===== src/pkg/gpl_defs.svh =====
// Constants for the port 8 / port 9 pin block with LCD segment sharing
`ifndef GPL_DEFS_SVH
`define GPL_DEFS_SVH

// Bus geometry: register index times four is the byte address
`define GPL_ADDR_W 18
`define GPL_IDX_W 16

// Register indices
`define GPL_IDX_P8_DATA 16'hFFDB
`define GPL_IDX_P9_DATA 16'hFFDC
`define GPL_IDX_P8_DIR 16'hFFEB
`define GPL_IDX_P9_DIR 16'hFFEC
`define GPL_IDX_LCD_CTRL 16'hFFF0

// Reset values
`define GPL_RST_DATA 8'h00
`define GPL_RST_DIR 8'h00
`define GPL_RST_LCD_CTRL 8'h00

// Value returned by a read of a write-only register
`define GPL_WO_READ 8'hFF

// Field positions in the LCD port control register
`define GPL_SEL_LSB 0
`define GPL_SEL_MSB 3
`define GPL_EXT_SEL_BIT 7

`endif


===== src/pkg/gpl_pkg.sv =====
// Types shared by the port 8 / port 9 pin block
package gpl_pkg;

  // Chip operating mode as reported by the system controller
  typedef enum logic [2:0] {
    GPL_PM_ACTIVE = 3'h0,
    GPL_PM_SUBACTIVE = 3'h1,
    GPL_PM_SLEEP = 3'h2,
    GPL_PM_SUBSLEEP = 3'h3,
    GPL_PM_WATCH = 3'h4,
    GPL_PM_STANDBY = 3'h5
  } gpl_pwr_mode_t;

endpackage : gpl_pkg


===== src/verilog/gpl_pin.sv =====
// One shared pin cell: input synchroniser and registered pin drive
`timescale 1ns/10ps
`default_nettype none

module gpl_pin
  import gpl_pkg::*;
(
  input wire logic clk_i, // System clock
  input wire logic rst_n_i, // Synchronous reset, active low
  input wire logic hiz_i, // Float the pin (standby, illegal mode)
  input wire logic hold_i, // Freeze the pin (sleep, subsleep, watch)
  input wire logic gpio_i, // Pin is general I/O
  input wire logic dir_i, // Direction bit, 1 = output
  input wire logic dat_i, // Data latch bit
  input wire logic alt_i, // Segment or external driver value
  input wire logic pin_i, // Pin level from the pad
  output logic pin_o, // Value driven onto the pad
  output logic oe_o, // Pad driver enable
  output logic lvl_o // Synchronised pin level
);

  logic meta_q; // First synchroniser stage, read only by lvl_q
  logic lvl_q; // Second synchroniser stage
  logic out_q; // Registered pad value
  logic oe_q; // Registered pad enable
  logic drv_d; // Next pad enable
  logic out_d; // Next pad value

  // Alternate functions always drive; general I/O follows the direction bit
  assign drv_d = gpio_i ? dir_i : 1'b1;
  assign out_d = gpio_i ? dat_i : alt_i;

  // Pad level crosses in from outside, so two flops before any use
  always_ff @(posedge clk_i)
  begin
    if (!rst_n_i)
    begin
      meta_q <= 1'b0;
      lvl_q <= 1'b0;
    end
    else
    begin
      meta_q <= pin_i;
      lvl_q <= meta_q;
    end
  end

  // Pad drive: floats in reset and standby, frozen in the sleep modes
  always_ff @(posedge clk_i)
  begin
    if (!rst_n_i)
    begin
      // Reset floats the pad
      out_q <= 1'b0;
      oe_q <= 1'b0;
    end
    else if (hiz_i)
    begin
      // Keep the value so nothing toggles when the driver returns
      oe_q <= 1'b0;
    end
    else if (!hold_i)
    begin
      // Hold keeps both flops, so the pad retains its state
      out_q <= out_d;
      oe_q <= drv_d;
    end
  end

  assign pin_o = out_q;
  assign oe_o = oe_q;
  assign lvl_o = lvl_q;

endmodule : gpl_pin

`default_nettype wire


===== src/verilog/gpl_top.sv =====
// Port 8 / port 9 general I/O with LCD segment and driver pin sharing
//
// The APB interface to the registers was left to the implementer.
`timescale 1ns/10ps
`default_nettype none
`include "gpl_defs.svh"

module gpl_top
  import gpl_pkg::*;
(
  input wire logic CLK_I, // System clock, 125 MHz
  input wire logic RST_N_I, // Synchronous reset, active low
  input wire logic PSEL_I, // APB select
  input wire logic PENABLE_I, // APB enable
  input wire logic PWRITE_I, // APB direction, 1 = write
  input wire logic [`GPL_ADDR_W-1:0] PADDR_I, // APB byte address
  input wire logic [31:0] PWDATA_I, // APB write data
  output logic [31:0] PRDATA_O, // APB read data
  output logic PREADY_O, // APB ready
  output logic PSLVERR_O, // APB error, unmapped address
  input wire logic [2:0] PWR_MODE_I, // Chip operating mode
  input wire logic [7:0] SEG_P8_I, // Segment drive for port 8 pins
  input wire logic [7:0] SEG_P9_I, // Segment drive for port 9 pins
  input wire logic EXT_FIRST_CLK_I, // External driver first clock
  input wire logic EXT_SECOND_CLK_I, // External driver second clock
  input wire logic EXT_DATA_I, // External driver serial data
  input wire logic EXT_FRAME_I, // External driver alternating frame
  input wire logic [7:0] P8_PIN_I, // Port 8 pad levels
  output logic [7:0] P8_PIN_O, // Port 8 pad drive values
  output logic [7:0] P8_OE_O, // Port 8 pad enables
  input wire logic [7:0] P9_PIN_I, // Port 9 pad levels
  output logic [7:0] P9_PIN_O, // Port 9 pad drive values
  output logic [7:0] P9_OE_O // Port 9 pad enables
);

  // Software-visible state
  logic [7:0] p8_dat_q; // Port 8 data latch
  logic [7:0] p8_dir_q; // Port 8 direction
  logic [7:0] p9_dat_q; // Port 9 data latch
  logic [7:0] p9_dir_q; // Port 9 direction
  logic [7:0] lcd_ctrl_q; // LCD port control register

  // Bus answer flops
  logic [31:0] prdata_q; // Read word
  logic pready_q; // Ready during the access phase
  logic pslverr_q; // Error during the access phase

  // Decode wires
  logic [`GPL_IDX_W-1:0] idx_w; // Register index from the byte address
  logic aligned_w; // Address is word aligned
  logic hit_p8_dat_w; // Port 8 data latch selected
  logic hit_p9_dat_w; // Port 9 data latch selected
  logic hit_p8_dir_w; // Port 8 direction selected
  logic hit_p9_dir_w; // Port 9 direction selected
  logic hit_lcd_w; // LCD control selected
  logic mapped_w; // Any register selected
  logic setup_w; // Setup phase of a transfer
  logic wr_en_w; // Write completes at this edge
  logic [7:0] rd_byte_w; // Low byte of the read answer
  logic [31:0] rd_word_w; // Read answer, upper bits zero

  // Mux wires
  logic [3:0] seg_sel_w; // Segment select field
  logic ext_sel_w; // External driver select
  logic p8_seg_w; // Port 8 pins carry segments
  logic p9_seg_w; // Port 9 pins carry segments
  logic [7:0] p8_gpio_w; // Port 8 pins in general I/O
  logic [7:0] p9_gpio_w; // Port 9 pins in general I/O
  logic [7:0] p9_alt_w; // Port 9 alternate drive values
  logic hiz_w; // Float all pins
  logic hold_w; // Freeze all pins
  logic run_w; // Pins follow the settings

  // Pin cell bundles, port 9 in the upper byte
  logic [15:0] gpio_w; // General I/O per pin
  logic [15:0] dir_w; // Direction per pin
  logic [15:0] dat_w; // Latch bit per pin
  logic [15:0] alt_w; // Alternate value per pin
  logic [15:0] pad_in_w; // Pad levels per pin
  logic [15:0] pad_out_w; // Pad values from the cells
  logic [15:0] pad_oe_w; // Pad enables from the cells
  logic [15:0] lvl_w; // Synchronised levels from the cells
  logic [7:0] p8_lvl_w; // Port 8 synchronised levels
  logic [7:0] p9_lvl_w; // Port 9 synchronised levels

  // Address decode: printed offsets are word indices
  assign idx_w = PADDR_I[`GPL_ADDR_W-1:2];
  assign aligned_w = (PADDR_I[1:0] == 2'h0);
  assign hit_p8_dat_w = aligned_w && (idx_w == `GPL_IDX_P8_DATA);
  assign hit_p9_dat_w = aligned_w && (idx_w == `GPL_IDX_P9_DATA);
  assign hit_p8_dir_w = aligned_w && (idx_w == `GPL_IDX_P8_DIR);
  assign hit_p9_dir_w = aligned_w && (idx_w == `GPL_IDX_P9_DIR);
  assign hit_lcd_w = aligned_w && (idx_w == `GPL_IDX_LCD_CTRL);
  assign mapped_w = hit_p8_dat_w | hit_p9_dat_w | hit_p8_dir_w
                  | hit_p9_dir_w | hit_lcd_w;

  // Transfer phases; a write lands only on the completing edge
  assign setup_w = PSEL_I && !PENABLE_I;
  assign wr_en_w = PSEL_I && PENABLE_I && PWRITE_I && pready_q && mapped_w;

  // Synchronised levels per port
  assign p8_lvl_w = lvl_w[7:0];
  assign p9_lvl_w = lvl_w[15:8];

  // Read mux: outputs show the latch, inputs show the pad
  assign rd_byte_w =
    hit_p8_dat_w ? ((p8_dir_q & p8_dat_q) | (~p8_dir_q & p8_lvl_w)) :
    hit_p9_dat_w ? ((p9_dir_q & p9_dat_q) | (~p9_dir_q & p9_lvl_w)) :
    (hit_p8_dir_w || hit_p9_dir_w) ? `GPL_WO_READ :
    hit_lcd_w ? lcd_ctrl_q : 8'h00;
  assign rd_word_w = {24'h000000, rd_byte_w};

  // Bus answer: sampled in setup, ready for exactly one access cycle
  always_ff @(posedge CLK_I)
  begin
    if (!RST_N_I)
    begin
      prdata_q <= 32'h00000000;
      pready_q <= 1'b0;
      pslverr_q <= 1'b0;
    end
    else if (setup_w)
    begin
      // Writes read back zero; any unmapped access, read or write, also flags an error
      prdata_q <= PWRITE_I ? 32'h00000000 : rd_word_w;
      pready_q <= 1'b1;
      pslverr_q <= !mapped_w;
    end
    else
    begin
      pready_q <= 1'b0;
      pslverr_q <= 1'b0;
    end
  end

  // Port 8 registers
  always_ff @(posedge CLK_I)
  begin
    if (!RST_N_I)
    begin
      p8_dat_q <= `GPL_RST_DATA;
      p8_dir_q <= `GPL_RST_DIR;
    end
    else if (wr_en_w)
    begin
      if (hit_p8_dat_w)
        p8_dat_q <= PWDATA_I[7:0];
      if (hit_p8_dir_w)
        p8_dir_q <= PWDATA_I[7:0];
    end
  end

  // Port 9 registers
  always_ff @(posedge CLK_I)
  begin
    if (!RST_N_I)
    begin
      p9_dat_q <= `GPL_RST_DATA;
      p9_dir_q <= `GPL_RST_DIR;
    end
    else if (wr_en_w)
    begin
      if (hit_p9_dat_w)
        p9_dat_q <= PWDATA_I[7:0];
      if (hit_p9_dir_w)
        p9_dir_q <= PWDATA_I[7:0];
    end
  end

  // LCD port control: segment select and external driver select
  always_ff @(posedge CLK_I)
  begin
    if (!RST_N_I)
      lcd_ctrl_q <= `GPL_RST_LCD_CTRL;
    else if (wr_en_w && hit_lcd_w)
      lcd_ctrl_q <= PWDATA_I[7:0];
  end

  // Pin function selection
  assign seg_sel_w = lcd_ctrl_q[`GPL_SEL_MSB:`GPL_SEL_LSB];
  assign ext_sel_w = lcd_ctrl_q[`GPL_EXT_SEL_BIT];
  assign p8_seg_w = |seg_sel_w[3:1];
  assign p9_seg_w = (seg_sel_w != 4'h0);
  assign p8_gpio_w = {8{!p8_seg_w}};
  // Upper four port 9 pins also yield to the external driver
  assign p9_gpio_w = {{4{!p9_seg_w && !ext_sel_w}}, {4{!p9_seg_w}}};
  assign p9_alt_w[7] = ext_sel_w ? EXT_FIRST_CLK_I : SEG_P9_I[7];
  assign p9_alt_w[6] = ext_sel_w ? EXT_SECOND_CLK_I : SEG_P9_I[6];
  assign p9_alt_w[5] = ext_sel_w ? EXT_DATA_I : SEG_P9_I[5];
  assign p9_alt_w[4] = ext_sel_w ? EXT_FRAME_I : SEG_P9_I[4];
  assign p9_alt_w[3:0] = SEG_P9_I[3:0];

  // Operating mode: unknown codes float the pins as the safe choice
  assign run_w = (PWR_MODE_I == GPL_PM_ACTIVE) || (PWR_MODE_I == GPL_PM_SUBACTIVE);
  assign hold_w = (PWR_MODE_I == GPL_PM_SLEEP) || (PWR_MODE_I == GPL_PM_SUBSLEEP)
               || (PWR_MODE_I == GPL_PM_WATCH);
  assign hiz_w = !run_w && !hold_w;

  // Bundle both ports for the pin cells
  assign gpio_w = {p9_gpio_w, p8_gpio_w};
  assign dir_w = {p9_dir_q, p8_dir_q};
  assign dat_w = {p9_dat_q, p8_dat_q};
  assign alt_w = {p9_alt_w, SEG_P8_I};
  assign pad_in_w = {P9_PIN_I, P8_PIN_I};

  // One cell per pad; each cell ends in the flops that drive the pad
  genvar gi;
  generate
    for (gi = 0; gi < 16; gi = gi + 1)
    begin : g_pin
      gpl_pin u_pin (
        .clk_i (CLK_I),
        .rst_n_i (RST_N_I),
        .hiz_i (hiz_w),
        .hold_i (hold_w),
        .gpio_i (gpio_w[gi]),
        .dir_i (dir_w[gi]),
        .dat_i (dat_w[gi]),
        .alt_i (alt_w[gi]),
        .pin_i (pad_in_w[gi]),
        .pin_o (pad_out_w[gi]),
        .oe_o (pad_oe_w[gi]),
        .lvl_o (lvl_w[gi])
      );
    end
  endgenerate

  // Outputs come straight from flops
  assign P8_PIN_O = pad_out_w[7:0];
  assign P8_OE_O = pad_oe_w[7:0];
  assign P9_PIN_O = pad_out_w[15:8];
  assign P9_OE_O = pad_oe_w[15:8];
  assign PRDATA_O = prdata_q;
  assign PREADY_O = pready_q;
  assign PSLVERR_O = pslverr_q;
endmodule : gpl_top

`default_nettype wire


===== config.mk =====
export PLATFORM = sky130hd
export DESIGN_NAME = gpl_top
export DESIGN_NICKNAME = d
export VERILOG_FILES = /design/src/pkg/gpl_pkg.sv /design/src/verilog/gpl_pin.sv /design/src/verilog/gpl_top.sv
export VERILOG_INCLUDE_DIRS = /design/src /design/src/pkg
export SDC_FILE = /design/constraint.sdc
export NUM_CORES = 1
export LEC_CHECK = 0
export BUFFER_PORTS_ARGS = -buffer_cell sky130_fd_sc_hd__buf_2
export CAP_MARGIN = 20
export CORE_MARGIN = 2
export CORE_UTILIZATION = 50
export DETAILED_ROUTE_END_ITERATION = 6
export PLACE_DENSITY = 0.87
export SLEW_MARGIN = 10
export SYNTH_ARGS = -nofsm -noshare
export SYNTH_HDL_FRONTEND = slang
export SYNTH_HIERARCHICAL = 1
export SYNTH_SLANG_ARGS = --single-unit

===== constraint.sdc =====
create_clock -name CLK_I -period 3 [get_ports CLK_I]
set_input_delay 0.3 -clock CLK_I [delete_from_list [all_inputs] [get_ports CLK_I]]
set_output_delay 0.3 -clock CLK_I [all_outputs]
set_load 0.01 [all_outputs]

Word level (Yosys, flattened, before mapping)

Cells that the tools add are included.

Flip-flop bits (word level): 138
Input bits: 94
Output and inout port bits: 66

Equality and inequality tests: 9
Mux-type cells: 42
Bitwise logic cells: 15
Reduce and logical (&&, ||, !) cells: 34

Operator list:

| kind                 | number |
|---|---|
| $eq 16x16->1 const B | 5 |
| $mux 8               | 5 |
| $mux 1               | 37 |
| $and 8x8->8          | 4 |
| $not 8->8            | 2 |
| $or 8x8->8           | 2 |
| $logic_and 1x1->1    | 13 |
| $reduce_and 2->1     | 6 |
| $eq 3x2->1 const B   | 2 |
| $logic_not 1->1      | 6 |
| $logic_or 1x1->1     | 4 |
| $or 1x1->1           | 4 |
| $reduce_bool 4->1    | 1 |
| $eq 3x1->1 const B   | 1 |
| $eq 3x3->1 const B   | 1 |
| $logic_not 3->1      | 1 |
| $not 1->1            | 3 |
| $reduce_or 3->1      | 1 |
| $logic_not 2->1      | 1 |
| $reduce_or 2->1      | 1 |

Longest topological paths before layout

Gate-level depths: netlist of the first run.

Depth in word-level cells: 8
Mapped depth: 6

By module

Netlist of the first run, hierarchy kept.

By module, submodules not included:

| module  | times used | cells each | area each (µm²) |
|---|---|---|---|
| gpl_top | 1          | 329        | 2777.7 |
| gpl_pin | 16         | 13         | 143.9 |

Worst setup path before layout of the first run

OpenSTA, ideal clock, no wires.

Path type: register to register
Start: reg lcd_ctrl_q[0]
End: reg g_pin[12].u_pin.out_q
Arrival time: 2.296 ns
Data required time: 2.878 ns
Path slack: 0.582 ns
Stages on the path, launching flop included: 5
Path buffers: 0
Period minus slack after synthesis: 2.418 ns
Cell sequence: dfxtp_1 -> nor4_1 -> nor2b_1 -> mux2_1 -> o311a_1

Word-level cells in the longest chain between the ends: 4

RTL lines:

| element                | RTL line       | source |
|---|---|---|
| from (decl)            | gpl_top.sv:41  | `logic [7:0] lcd_ctrl_q;` |
| from (signal assigned) | gpl_top.sv:174 | `` lcd_ctrl_q <= `GPL_RST_LCD_CTRL; `` |
| from (signal assigned) | gpl_top.sv:176 | `lcd_ctrl_q <= PWDATA_I[7:0];` |
| $reduce_bool 4->1      | gpl_top.sv:183 | `assign p9_seg_w = (seg_sel_w != 4'h0);` |
| $logic_not 1->1        | n/a            |  |
| named net gpio_w[10]   | gpl_top.sv:75  | `logic [15:0] gpio_w;` |
| $logic_and 1x1->1      | gpl_top.sv:186 | `assign p9_gpio_w = {{4{!p9_seg_w && !ext_sel_w}}, {4{!p9_seg_w}}};` |
| named net gpio_w[12]   | gpl_top.sv:75  |  |
| $mux 1                 | gpl_pin.sv:31  | `assign out_d = gpio_i ? dat_i : alt_i;` |
| to (signal assigned)   | gpl_pin.sv:65  | `out_q <= out_d;` |
| to (decl)              | gpl_pin.sv:24  | `logic out_q;` |

The timed path passes the listed nets, and every way through them passes these cells.
A chain may end at the register's enable or synchronous reset.

Worst setup path after layout of the first run

Start: in PADDR_I[1]
End: reg prdata_q[2] (netlist: PRDATA_O[2])

Word-level cells in the longest chain between the ends: 7
Elaborated cells on any way between the ends: 12
Classes of those cells: mux (5); reduce/logical (7)

RTL lines:

| element                                           | RTL line                                    | source |
|---|---|---|
| from (decl)                                       | gpl_top.sv:16                               | `` input wire logic [`GPL_ADDR_W-1:0] PADDR_I, `` |
| $logic_not 2->1 *                                 | gpl_top.sv:88                               | `assign aligned_w = (PADDR_I[1:0] == 2'h0);` |
| $logic_and 1x1->1, on equally long branches       | gpl_top.sv:93, gpl_top.sv:91, gpl_top.sv:92 |  |
| $mux 8 / $logic_or 1x1->1 (equally long branches) | gpl_top.sv:110, gpl_top.sv:109              |  |
| $mux 8                                            | gpl_top.sv:109                              | `` (hit_p8_dir_w \|\| hit_p9_dir_w) ? `GPL_WO_READ : `` |
| $mux 8                                            | gpl_top.sv:108                              | `hit_p9_dat_w ? ((p9_dir_q & p9_dat_q) \| (~p9_dir_q & p9_lvl_w)) :` |
| $mux 8 *                                          | gpl_top.sv:107                              | `hit_p8_dat_w ? ((p8_dir_q & p8_dat_q) \| (~p8_dir_q & p8_lvl_w)) :` |
| $mux 8 *                                          | gpl_top.sv:125                              | `prdata_q <= PWRITE_I ? 32'h00000000 : rd_word_w;` |
| to (signal assigned)                              | gpl_top.sv:125                              |  |
| to (decl)                                         | gpl_top.sv:44                               | `logic [31:0] prdata_q;` |

Every way passes the cells marked *; elsewhere a longest branch is shown, timed or not.

==> results.sh, run 1 <==
export IMPL_relSlewSlack_pct=29.1
export IMPL_status="complete, but fails checks"
export IMPL_gp_congestion=0.918
export IMPL_tritoncts="built"
export IMPL_switching_share_pct=22.6
export IMPL_fin_total_pwr_w=0.00381
export IMPL_cts_sinks=114
export IMPL_final_period_utilization_pct=65.6
export IMPL_cp_startpoint="PADDR_I[1]"
export IMPL_die_area_um2=11000
export IMPL_synth_edf_count=0
export IMPL_drt_iter0_markers=307
export IMPL_placement_io_buffers=111
export IMPL_setup_viol=0
export IMPL_grt_first_pass_wirelength_um=21700
export IMPL_antenna_cells=0
export IMPL_core_area_um2=9820
export IMPL_path_class="primary input to flip-flop"
export IMPL_grt_ovfl_total=0
export IMPL_worstPathArrival_ns=2.35
export IMPL_endpoint="PRDATA_O[2]"
export IMPL_start_util_pct=51.7
export IMPL_cts_root_buffer="clkbuf_8"
export IMPL_via_count=4678
export IMPL_grt_pass1_vias=4418
export IMPL_synth_cells=537
export IMPL_post_route_drc_count=1
export IMPL_cp_required_ns=3.39
export IMPL_period_minus_slack_ns=1.97
export IMPL_syn_cell_area_um2=5080
export IMPL_cp_start_kind="primary input"
export IMPL_ff2ff_path_depth=5
export IMPL_seq_power_share_pct=41.4
export IMPL_clock_latency_ns=0.52
export IMPL_power_frac_clock_pct=50.6
export IMPL_max_freq_mhz=508
export IMPL_cp_end_kind="flip-flop"
export IMPL_p_leak_nw=2.62
export IMPL_path_max_fanout=24
export IMPL_peakVddDrop_uv=296
export IMPL_dpl_cell_area_um2=5730
export IMPL_wire_per_inst_um=16.2
export IMPL_die_h_um=105
export IMPL_clock_path_buffers=2
export IMPL_internal_power_w=0.00295
export IMPL_hold_path_class="primary input to flip-flop"
export IMPL_ant_nets=0
export IMPL_cts_buffers_inserted=17
export IMPL_drv_cap=0
export IMPL_cts_repair_resized=0
export IMPL_dpl_hpwl_um=8870
export IMPL_reg2reg_setup_slack_ns=1.04
export IMPL_syn_to_final_growth_pct=27.2
export IMPL_maxSlewViolCount=0
export IMPL_ys_ff_latch=114
export IMPL_switchingPower_w=0.000862
export IMPL_antenna_found_initial=0
export IMPL_async_flop_share_pct=0
export IMPL_htree_num_levels=4
export IMPL_dr_pass1_iters=7
export IMPL_r2r_start="lcd_ctrl_q[1]"
export IMPL_nNetsFinal=767
export IMPL_tns_ns=0
export IMPL_grt_usage_pct=24.4
export IMPL_utilization_pct=65.8
export IMPL_pin_count=160
export IMPL_routed_wl_um=13200
export IMPL_power_frac_comb_pct=8.0
export IMPL_rows=36
export IMPL_r2r_end="g_pin[12].u_pin/pin_o"
export IMPL_grt_max_degree=58
export IMPL_drive_gt1_share_pct=25.2
export IMPL_hold_viol=0
export IMPL_vias_per_cell=5.71
export IMPL_yosys_warnings=6
export IMPL_fin_area_um2=6460
export IMPL_die_x_um=105
export IMPL_ys_flop_type="dfxtp_1"
export IMPL_ys_types=46
export IMPL_syn_avg_cell_area_um2=9.46
export IMPL_tightest_slew_ns=1.06
export IMPL_violations="design-rule violations"
export IMPL_clk_pin_slew_ns=0.06
export IMPL_ys_seq_area_share_pct=44.9
export IMPL_p_per_area_nw_per_um2=590
export IMPL_finClkSkew_ns=0.00789
export IMPL_rsz0062_at_grt="false"
[worst max-delay path, cell delays in order]
cell       delay [ns]
buf_2            0.11
or3b_4           0.43
or4_4            0.68
a2111oi_0        0.72
o31ai_1          0.11
[stage by stage]
stage	setup slack [ns]	hold slack [ns]	cells
4_1_cts	1.04	0.0654	819
2_1_floorplan	0.582	0.412	560
6_report	1.03	0.0836	819
3_3_place_gp	0.551	0.414	771
3_5_place_dp	0.493	0.417	771
5_1_grt	0.953	0.0852	819
[cell usage in the layout, fill, tap and decap left out, types with 2 or more instances in the layout]
master / synthesis / layout
clkinvlp_4: 0 / 2
a22oi_1: 8 / 8
o21ai_1: 40 / 40
a221oi_1: 16 / 16
or3_1: 2 / 2
dlygate4sd3_1: 0 / 16
or4_1: 4 / 4
nor4_2: 3 / 2
nand3_1: 40 / 40
o311a_1: 16 / 16
nor2_1: 20 / 20
conb_1: 1 / 24
inv_1: 17 / 17
mux2i_1: 8 / 8
buf_4: 24 / 15
buf_2: 4 / 111
nor4_1: 9 / 9
mux2_2: 5 / 5
clkbuf_1: 16 / 3
a2111oi_4: 4 / 4
a2111oi_0: 4 / 4
clkinv_2: 0 / 7
nor2b_1: 10 / 9
dfxtp_1: 114 / 114
o21bai_1: 16 / 16
a21oi_1: 48 / 48
and2_1: 32 / 32
clkbuf_16: 0 / 16
nand2b_1: 19 / 19
nand4bb_1: 2 / 2
nand4_1: 2 / 2
mux2_1: 16 / 16
nor3_1: 4 / 3
o31ai_1: 8 / 8
and3_1: 8 / 8
bufinv_16: 0 / 3
[cells in the mapped netlist, drive strengths merged (8+ instances only)]
library cell / n / area (um^2)
and2: 32 / 200
nor2: 20 / 75.1
inv: 17 / 63.8
buf: 32 / 223
a2111oi: 8 / 145
nand2b: 19 / 119
dfxtp: 114 / 2280
nor4: 12 / 93.8
mux2i: 8 / 80.1
nand3: 40 / 200
mux2: 21 / 236
o311a: 16 / 160
o21ai: 40 / 200
clkbuf: 16 / 60.1
a22oi: 8 / 60.1
nor2b: 10 / 62.6
a21oi: 48 / 240
a221oi: 16 / 140
o31ai: 8 / 60.1
and3: 8 / 50.1
o21bai: 16 / 120
[state kept, by name, indices dropped and copies added, names as in the netlist]
name,flops
g_pin.u_pin/pin_o,16
g_pin.u_pin/meta_q,16
p8_dat_q,8
p8_dir_q,8
p9_dat_q,8
g_pin.u_pin/oe_o,16
PREADY_O,1
PSLVERR_O,1
g_pin.u_pin/lvl_o,16
p9_dir_q,8
lcd_ctrl_q,8
PRDATA_O,8
[kinds of logic after synthesis]
kind of cell	share of synthesized area [%]
compound gates	22.6
mux	6.23
simple gates	19.2
other cells	0.0738
xor+xnor	0.172
buf+inv	6.82
flops	44.9
[worst min-delay path by stage]
| stage | from | end | slack (ns) | depth (start not counted) |
|---|---|---|---|---|
| detailed placement | g_pin[1].u_pin/meta_q | g_pin[1].u_pin/lvl_o | 0.42 | 1 |
| CTS | PWDATA_I[6] | p9_dat_q[6] | 0.07 | 3 |
| global route | PWDATA_I[6] | p8_dir_q[6] | 0.09 | 3 |
| finish | PWDATA_I[6] | p9_dat_q[6] | 0.08 | 3 |
| global placement | g_pin[2].u_pin/meta_q | g_pin[2].u_pin/lvl_o | 0.41 | 1 |
| floorplan | g_pin[0].u_pin/meta_q | g_pin[0].u_pin/lvl_o | 0.41 | 1 |
[layer usage]
layer | vias up | part of all wire [%] | GRT usage, %
li1 | 2228 | - | -
met1 | 2227 | 44 | 32.1
met2 | 199 | 47 | 38.5
met3 | 24 | 6.6 | 5.18
met4 | 0 | 2.1 | 10.7
met5 | - | 0 | 0
[power by group through the flow]
stage | Clock (W) | Sequential [W] | Combinational, W
floorplan | 0 | 0.00162 | 0.000164
global placement | 0 | 0.00161 | 0.000276
detailed placement | 0 | 0.00161 | 0.000285
CTS | 0.00195 | 0.00158 | 0.000303
global route | 0.00201 | 0.00158 | 0.000335
finish | 0.00193 | 0.00158 | 0.000304
[area by class of cell]
type / instances / area, um^2
inverters: 17 / 63.8
well taps: 133 / 166
repair buffers: 142 / 828
clock buffers: 20 / 425
multi-input cells: 381 / 2550
clock inverters: 12 / 140
fillers: 808 / 3360
flip-flops and latches: 114 / 2280
[repair_timing]
action                                 CTS  global route
buffers inserted                         0             0
hold buffers                            16             0
endpoints found under the hold margin   16             0
(Power assumes the default switching activity.)
==> run 2, diff against run 1 <==
Clock period 3 ns to 2.05 ns, I/O delays scaled along.
==> run 2 against run 1 <==
Effect of this change: the run now ends clean; global-route usage is 0.57 points higher; via count is 1.7% higher; worst setup slack worse by 0.86 ns; clock-buffer cell count is 3 higher.
==> results.sh, run 2 (synthesis gave the netlist of run 1 again) <==
export IMPL_path_class="flip-flop to flip-flop"
export IMPL_stdcell_count=840
export IMPL_post_route_drc_count=0
export IMPL_path_max_fanout=16
export IMPL_dpl_hpwl_um=9110
export IMPL_core_area_um2=9820
export IMPL_cts_root_buffer="clkbuf_8"
export IMPL_cp_start_kind="flip-flop"
export IMPL_finClkSkew_ns=0.00967
export IMPL_drive_gt1_share_pct=27.4
export IMPL_cp_end_kind="flip-flop"
export IMPL_peakVddDrop_uv=626
export IMPL_grt_first_pass_wirelength_um=22200
export IMPL_hold_buffers=18
export IMPL_min_from="PWDATA_I[1]"
export IMPL_p_per_area_nw_per_um2=879
export IMPL_die_area_um2=11000
export IMPL_clock_path_buffers=2
export IMPL_grt_usage_pct=24.9
export IMPL_rsz0062_at_grt="false"
export IMPL_cp_required_ns=2.43
export IMPL_drt_iter0_markers=287
export IMPL_dr_pass1_iters=5
export IMPL_r2r_start="PREADY_O"
export IMPL_worstPathArrival_ns=2.26
export IMPL_routed_wl_um=13900
export IMPL_rows=36
export IMPL_r2r_end="p8_dat_q[5]"
export IMPL_cts_repair_resized=0
export IMPL_htree_num_levels=4
export IMPL_post_cts_setup_buffers=0
export IMPL_syn_to_final_growth_pct=32.4
export IMPL_whs_ns=0.0117
export IMPL_layout_common_cells="dfxtp_1 (114), buf_2 (111), a21oi_1 (48)"
export IMPL_setup_viol=0
export IMPL_ff2ff_path_depth=4
export IMPL_via_count=4757
export IMPL_grt_ovfl_total=0
export IMPL_cts_buffers_inserted=17
export IMPL_final_period_utilization_pct=91.5
export IMPL_min_to="lcd_ctrl_q[1]"
export IMPL_seqCellArea_um2=2280
export IMPL_utilization_pct=68.5
export IMPL_wire_per_inst_um=16.5
export IMPL_die_x_um=105
export IMPL_nNetsFinal=788
export IMPL_gp_congestion=0.919
export IMPL_fin_area_um2=6720
export IMPL_dpl_cell_area_um2=5900
export IMPL_relSlewSlack_pct=48.4
export IMPL_p_leak_nw=2.76
export IMPL_grt_pass1_vias=4508
export IMPL_max_freq_mhz=533
export IMPL_period_minus_slack_ns=1.88
export IMPL_grt_max_degree=65
export IMPL_reg2reg_setup_slack_ns=0.17
export IMPL_clock_latency_ns=0.51
export IMPL_antenna_cells=0
export IMPL_final_common_cell="dfxtp_1"
export IMPL_ant_nets=0
export IMPL_pin_count=160
export IMPL_drv_cap=0
export IMPL_status="finished clean"
export IMPL_hold_viol=0
export IMPL_cts_sinks=114
export IMPL_vias_per_cell=5.66
export IMPL_dp_cells=789
export IMPL_start_util_pct=51.7
export IMPL_tightest_slew_ns=0.774
export IMPL_cp_startpoint="PREADY_O"
export IMPL_hold_path_class="primary input to flip-flop"
export IMPL_tritoncts="built"
export IMPL_hold_depth=3
export IMPL_placement_io_buffers=111
export IMPL_multi_input_area_um2=2570
export IMPL_die_h_um=105
export IMPL_antenna_found_initial=0
export IMPL_clk_pin_slew_ns=0.06
export IMPL_maxSlewViolCount=0
export IMPL_fill_cells=769
run 2: cell count changes in the layout (fill, tap and decap cells not counted):
cell	previous run	this run
buf_12	0	1
buf_4	15	32
bufinv_16	3	4
clkbuf_1	3	1
clkbuf_8	1	6
clkinv_2	7	3
dlygate4sd3_1	16	19
nor4_1	9	8
nor4_4	1	2
run 2: area by class of cell:
type | count | area share, %
Clock buffer | 23 | 7.24
Tap cell | 133 | 2.47
Clock inverter | 9 | 2.23
Inverter | 17 | 0.949
Timing Repair Buffer | 163 | 15.0
Sequential cell | 114 | 33.9
Multi-Input combinational cell | 381 | 38.2
run 2: worst max path at each step:
stage / to / slack (ns) / cells after the start
floorplan: g_pin[12].u_pin/pin_o / 0.07 / 4
global placement: PRDATA_O[4] / 0.02 / 6
detailed placement: PRDATA_O[4] / -0.04 / 6
CTS: p8_dat_q[5] / 0.22 / 4
global route: p8_dat_q[5] / 0.09 / 4
finish: p8_dat_q[5] / 0.17 / 4
run 2: layer usage:
layer / routed length (um) / global-route usage, %
met5: 0 / 0
met4: 247 / 8.86
met3: 927 / 5.74
met2: 6830 / 42.0
met1: 5850 / 31.2
run 2: metrics by stage:
stage                     TNS [ns]  setup WS [ns]  total power [W]
after floorplan                  0         0.0665          0.00261
after global placement           0         0.0167          0.00277
after detailed placement   -0.0546        -0.0397          0.00279
after CTS                        0          0.224          0.00592
after global routing             0         0.0887          0.00608
final                            0          0.174          0.00591
run 2: worst max-delay path, cell delays in order (launching register included):
cell and delay (ns):
dfxtp_1 0.33, nand4_1 0.23, or3_1 0.74, o21ai_1 0.31, a21oi_1 0.13
run 2: where the power goes:
part           internal (W)  switching [W]  total (W)
clock               0.00213        0.00101    0.00314
sequential          0.00229      0.0000235    0.00231
combinational      0.000212       0.000251   0.000464
==> run 3, diff against run 2 <==
Settings changed: ABC_AREA set to 1.
==> run 3 against run 2 <==
Effect of this change: clock skew increased by 0.0016 ns; clock-buffer cell count decreased by 2; cell count increased by 25%; global-route usage decreased by 1.8 points; clock power decreased by 8.9%; highest routed layer unchanged.
==> results.sh, run 3 <==
export IMPL_status="finished clean"
export IMPL_p_leak_nw=3.59
export IMPL_drt_iter0_markers=366
export IMPL_hold_viol=0
export IMPL_antenna_found_initial=0
export IMPL_utilization_pct=65.2
export IMPL_path_max_fanout=8
export IMPL_rsz0062_at_grt="false"
export IMPL_tightest_slew_ns=0.562
export IMPL_async_flop_share_pct=0
export IMPL_via_count=5064
export IMPL_reg2reg_setup_slack_ns=0.29
export IMPL_worstPathArrival_ns=2.20
export IMPL_core_area_um2=10400
export IMPL_seqCellArea_um2=2280
export IMPL_clock_latency_ns=0.52
export IMPL_grt_max_degree=73
export IMPL_synth_top_cell_area_share_pct=42.6
export IMPL_yosysMostFrequentCell="inv_1"
export IMPL_cpMostUsedCell="inv_1"
export IMPL_rows=37
export IMPL_nNetsFinal=997
export IMPL_dr_pass1_iters=5
export IMPL_p_per_area_nw_per_um2=823
export IMPL_final_common_cell="inv_1"
export IMPL_cp_required_ns=2.49
export IMPL_wire_per_inst_um=12.2
export IMPL_maxSlewViolCount=0
export IMPL_finClkSkew_ns=0.0112
export IMPL_post_route_drc_count=0
export IMPL_ys_types=35
export IMPL_max_freq_mhz=567
export IMPL_htree_num_levels=4
export IMPL_routed_wl_um=12900
export IMPL_period_minus_slack_ns=1.76
export IMPL_syn_avg_cell_area_um2=7.04
export IMPL_die_area_um2=11500
export IMPL_peakVddDrop_uv=436
export IMPL_synthTopCellsByCount="inv_1 (160), nand2_1 (139), dfxtp_1 (114)"
export IMPL_synth_area_top_cells="dfxtp_1 (43%), inv_1 (11%), nand2_1 (9.7%)"
export IMPL_min_to="g_pin[4].u_pin/pin_o"
export IMPL_yosys_area_top_type="dfxtp_1"
export IMPL_grt_first_pass_wirelength_um=21200
export IMPL_ys_flop_type="dfxtp_1"
export IMPL_hold_depth=5
export IMPL_whs_ns=0.0206
export IMPL_clock_path_buffers=2
export IMPL_die_x_um=107
export IMPL_ant_nets=0
export IMPL_cts_sinks=114
export IMPL_multi_input_area_um2=2290
export IMPL_fill_cells=891
export IMPL_drive_gt1_share_pct=21.3
export IMPL_min_from="SEG_P8_I[4]"
export IMPL_fin_total_pwr_w=0.00557
export IMPL_max_stage_delay_ns=0.53
export IMPL_cts_buffers_inserted=17
export IMPL_syn_cell_area_um2=5350
export IMPL_critical_path_cell_chain="nor4_1, inv_1, nor2_1, inv_1, nand2_1, nand3_1, a21oi_1"
export IMPL_stdcell_count=1052
export IMPL_grt_pass1_vias=4813
export IMPL_ff2ff_path_depth=7
export IMPL_tritoncts="built"
export IMPL_hold_buffers=16
export IMPL_hold_path_class="primary input to flip-flop"
export IMPL_cp_slowest_cell="nor4_1"
export IMPL_dp_cells=1004
export IMPL_final_period_utilization_pct=86.0
export IMPL_drv_cap=0
export IMPL_tns_ns=0
export IMPL_synth_edf_count=0
export IMPL_placement_io_buffers=111
export IMPL_cp_end_kind="flip-flop"
export IMPL_synth_cells=760
export IMPL_r2r_start="lcd_ctrl_q[1]"
export IMPL_setup_viol=0
export IMPL_antenna_cells=0
export IMPL_cp_start_kind="flip-flop"
export IMPL_ys_seq_area_share_pct=42.6
export IMPL_cts_repair_resized=0
export IMPL_vias_per_cell=4.81
export IMPL_grt_usage_pct=23.1
export IMPL_dpl_hpwl_um=8540
export IMPL_post_cts_setup_buffers=0
export IMPL_yosys_warnings=6
export IMPL_gp_congestion=0.871
export IMPL_die_h_um=107
export IMPL_syn_to_final_growth_pct=26.4
export IMPL_grt_ovfl_total=0
export IMPL_clk_pin_slew_ns=0.06
export IMPL_path_class="flip-flop to flip-flop"
export IMPL_start_util_pct=51.6
export IMPL_path_buf_inv=2
export IMPL_path_delay_family="simple AND/OR/NAND/NOR gates"
export IMPL_ys_ff_latch=114
export IMPL_layout_common_cells="inv_1 (160), nand2_1 (139), dfxtp_1 (114)"
export IMPL_r2r_end="g_pin[12].u_pin/pin_o"
export IMPL_pin_count=160
export IMPL_cts_root_buffer="clkbuf_8"
export IMPL_relSlewSlack_pct=62.2
## run 3: cell count changes after synthesis, sizes merged, moves of 17 or more
cell	before	now
mux2	21	4
nand2	1	147
nor2	20	78
nand2b	19	0
o21ai	40	81
and2	32	0
inv	17	165
## run 3: where the power goes
part           leakage [nW]  switching, W  internal [W]  total (W)
combinational          2.38      0.000261      0.000164   0.000425
sequential            0.927     0.0000151       0.00226    0.00228
clock                 0.285      0.000993       0.00187    0.00286
## run 3: per-layer routing
layer  share of wire, %  track usage, %  vias to the layer above
met5                  0               0                        -
li1                   -               -                     2603
met1                 42            26.9                     2225
met4                3.2            12.5                        0
met2                 48            38.9                      195
met3                7.0            5.93                       41
## run 3: per-stage QoR
step           setup WS (ns)  cell area (um^2)
6_report               0.287              6760
5_1_grt                0.146              6760
4_1_cts                0.325              6760
3_5_place_dp           0.350              6030
3_3_place_gp           0.337              6030
2_1_floorplan         0.0298              5450
## run 3: final cells by class
type | count | share of cell area, %
Multi-Input combinational cell | 466 | 33.8
Timing Repair Buffer | 137 | 12.1
Sequential cell | 114 | 33.7
Tap cell | 136 | 2.52
Inverter | 167 | 9.34
Clock buffer | 21 | 6.49
Clock inverter | 11 | 2.02
## run 3: worst max path at each step
stage / from / to / slack, ns / cells after the start
4_1_cts: lcd_ctrl_q[1] / g_pin[12].u_pin/pin_o / 0.32 / 7
3_3_place_gp: lcd_ctrl_q[1] / g_pin[12].u_pin/oe_o / 0.34 / 6
5_1_grt: lcd_ctrl_q[1] / g_pin[14].u_pin/oe_o / 0.15 / 6
6_report: lcd_ctrl_q[1] / g_pin[12].u_pin/pin_o / 0.29 / 7
2_1_floorplan: PWR_MODE_I[0] / g_pin[0].u_pin/pin_o / 0.03 / 4
3_5_place_dp: lcd_ctrl_q[1] / g_pin[12].u_pin/pin_o / 0.35 / 7
## run 3: cell families after synthesis
kind of cell    Yosys count  synth area share, %
compound gates          146                 14.8
buf+inv                 203                 16.5
flops                   114                 42.6
mux                       4                0.841
other cells               1               0.0701
simple gates            292                 25.2
## run 3: worst register-to-register path: stages (launching register included)
cell and delay [ns]:
dfxtp_1 0.35, nor4_1 0.53, inv_1 0.08, nor2_1 0.37, inv_1 0.11, nand2_1 0.08
nand3_1 0.06, a21oi_1 0.12
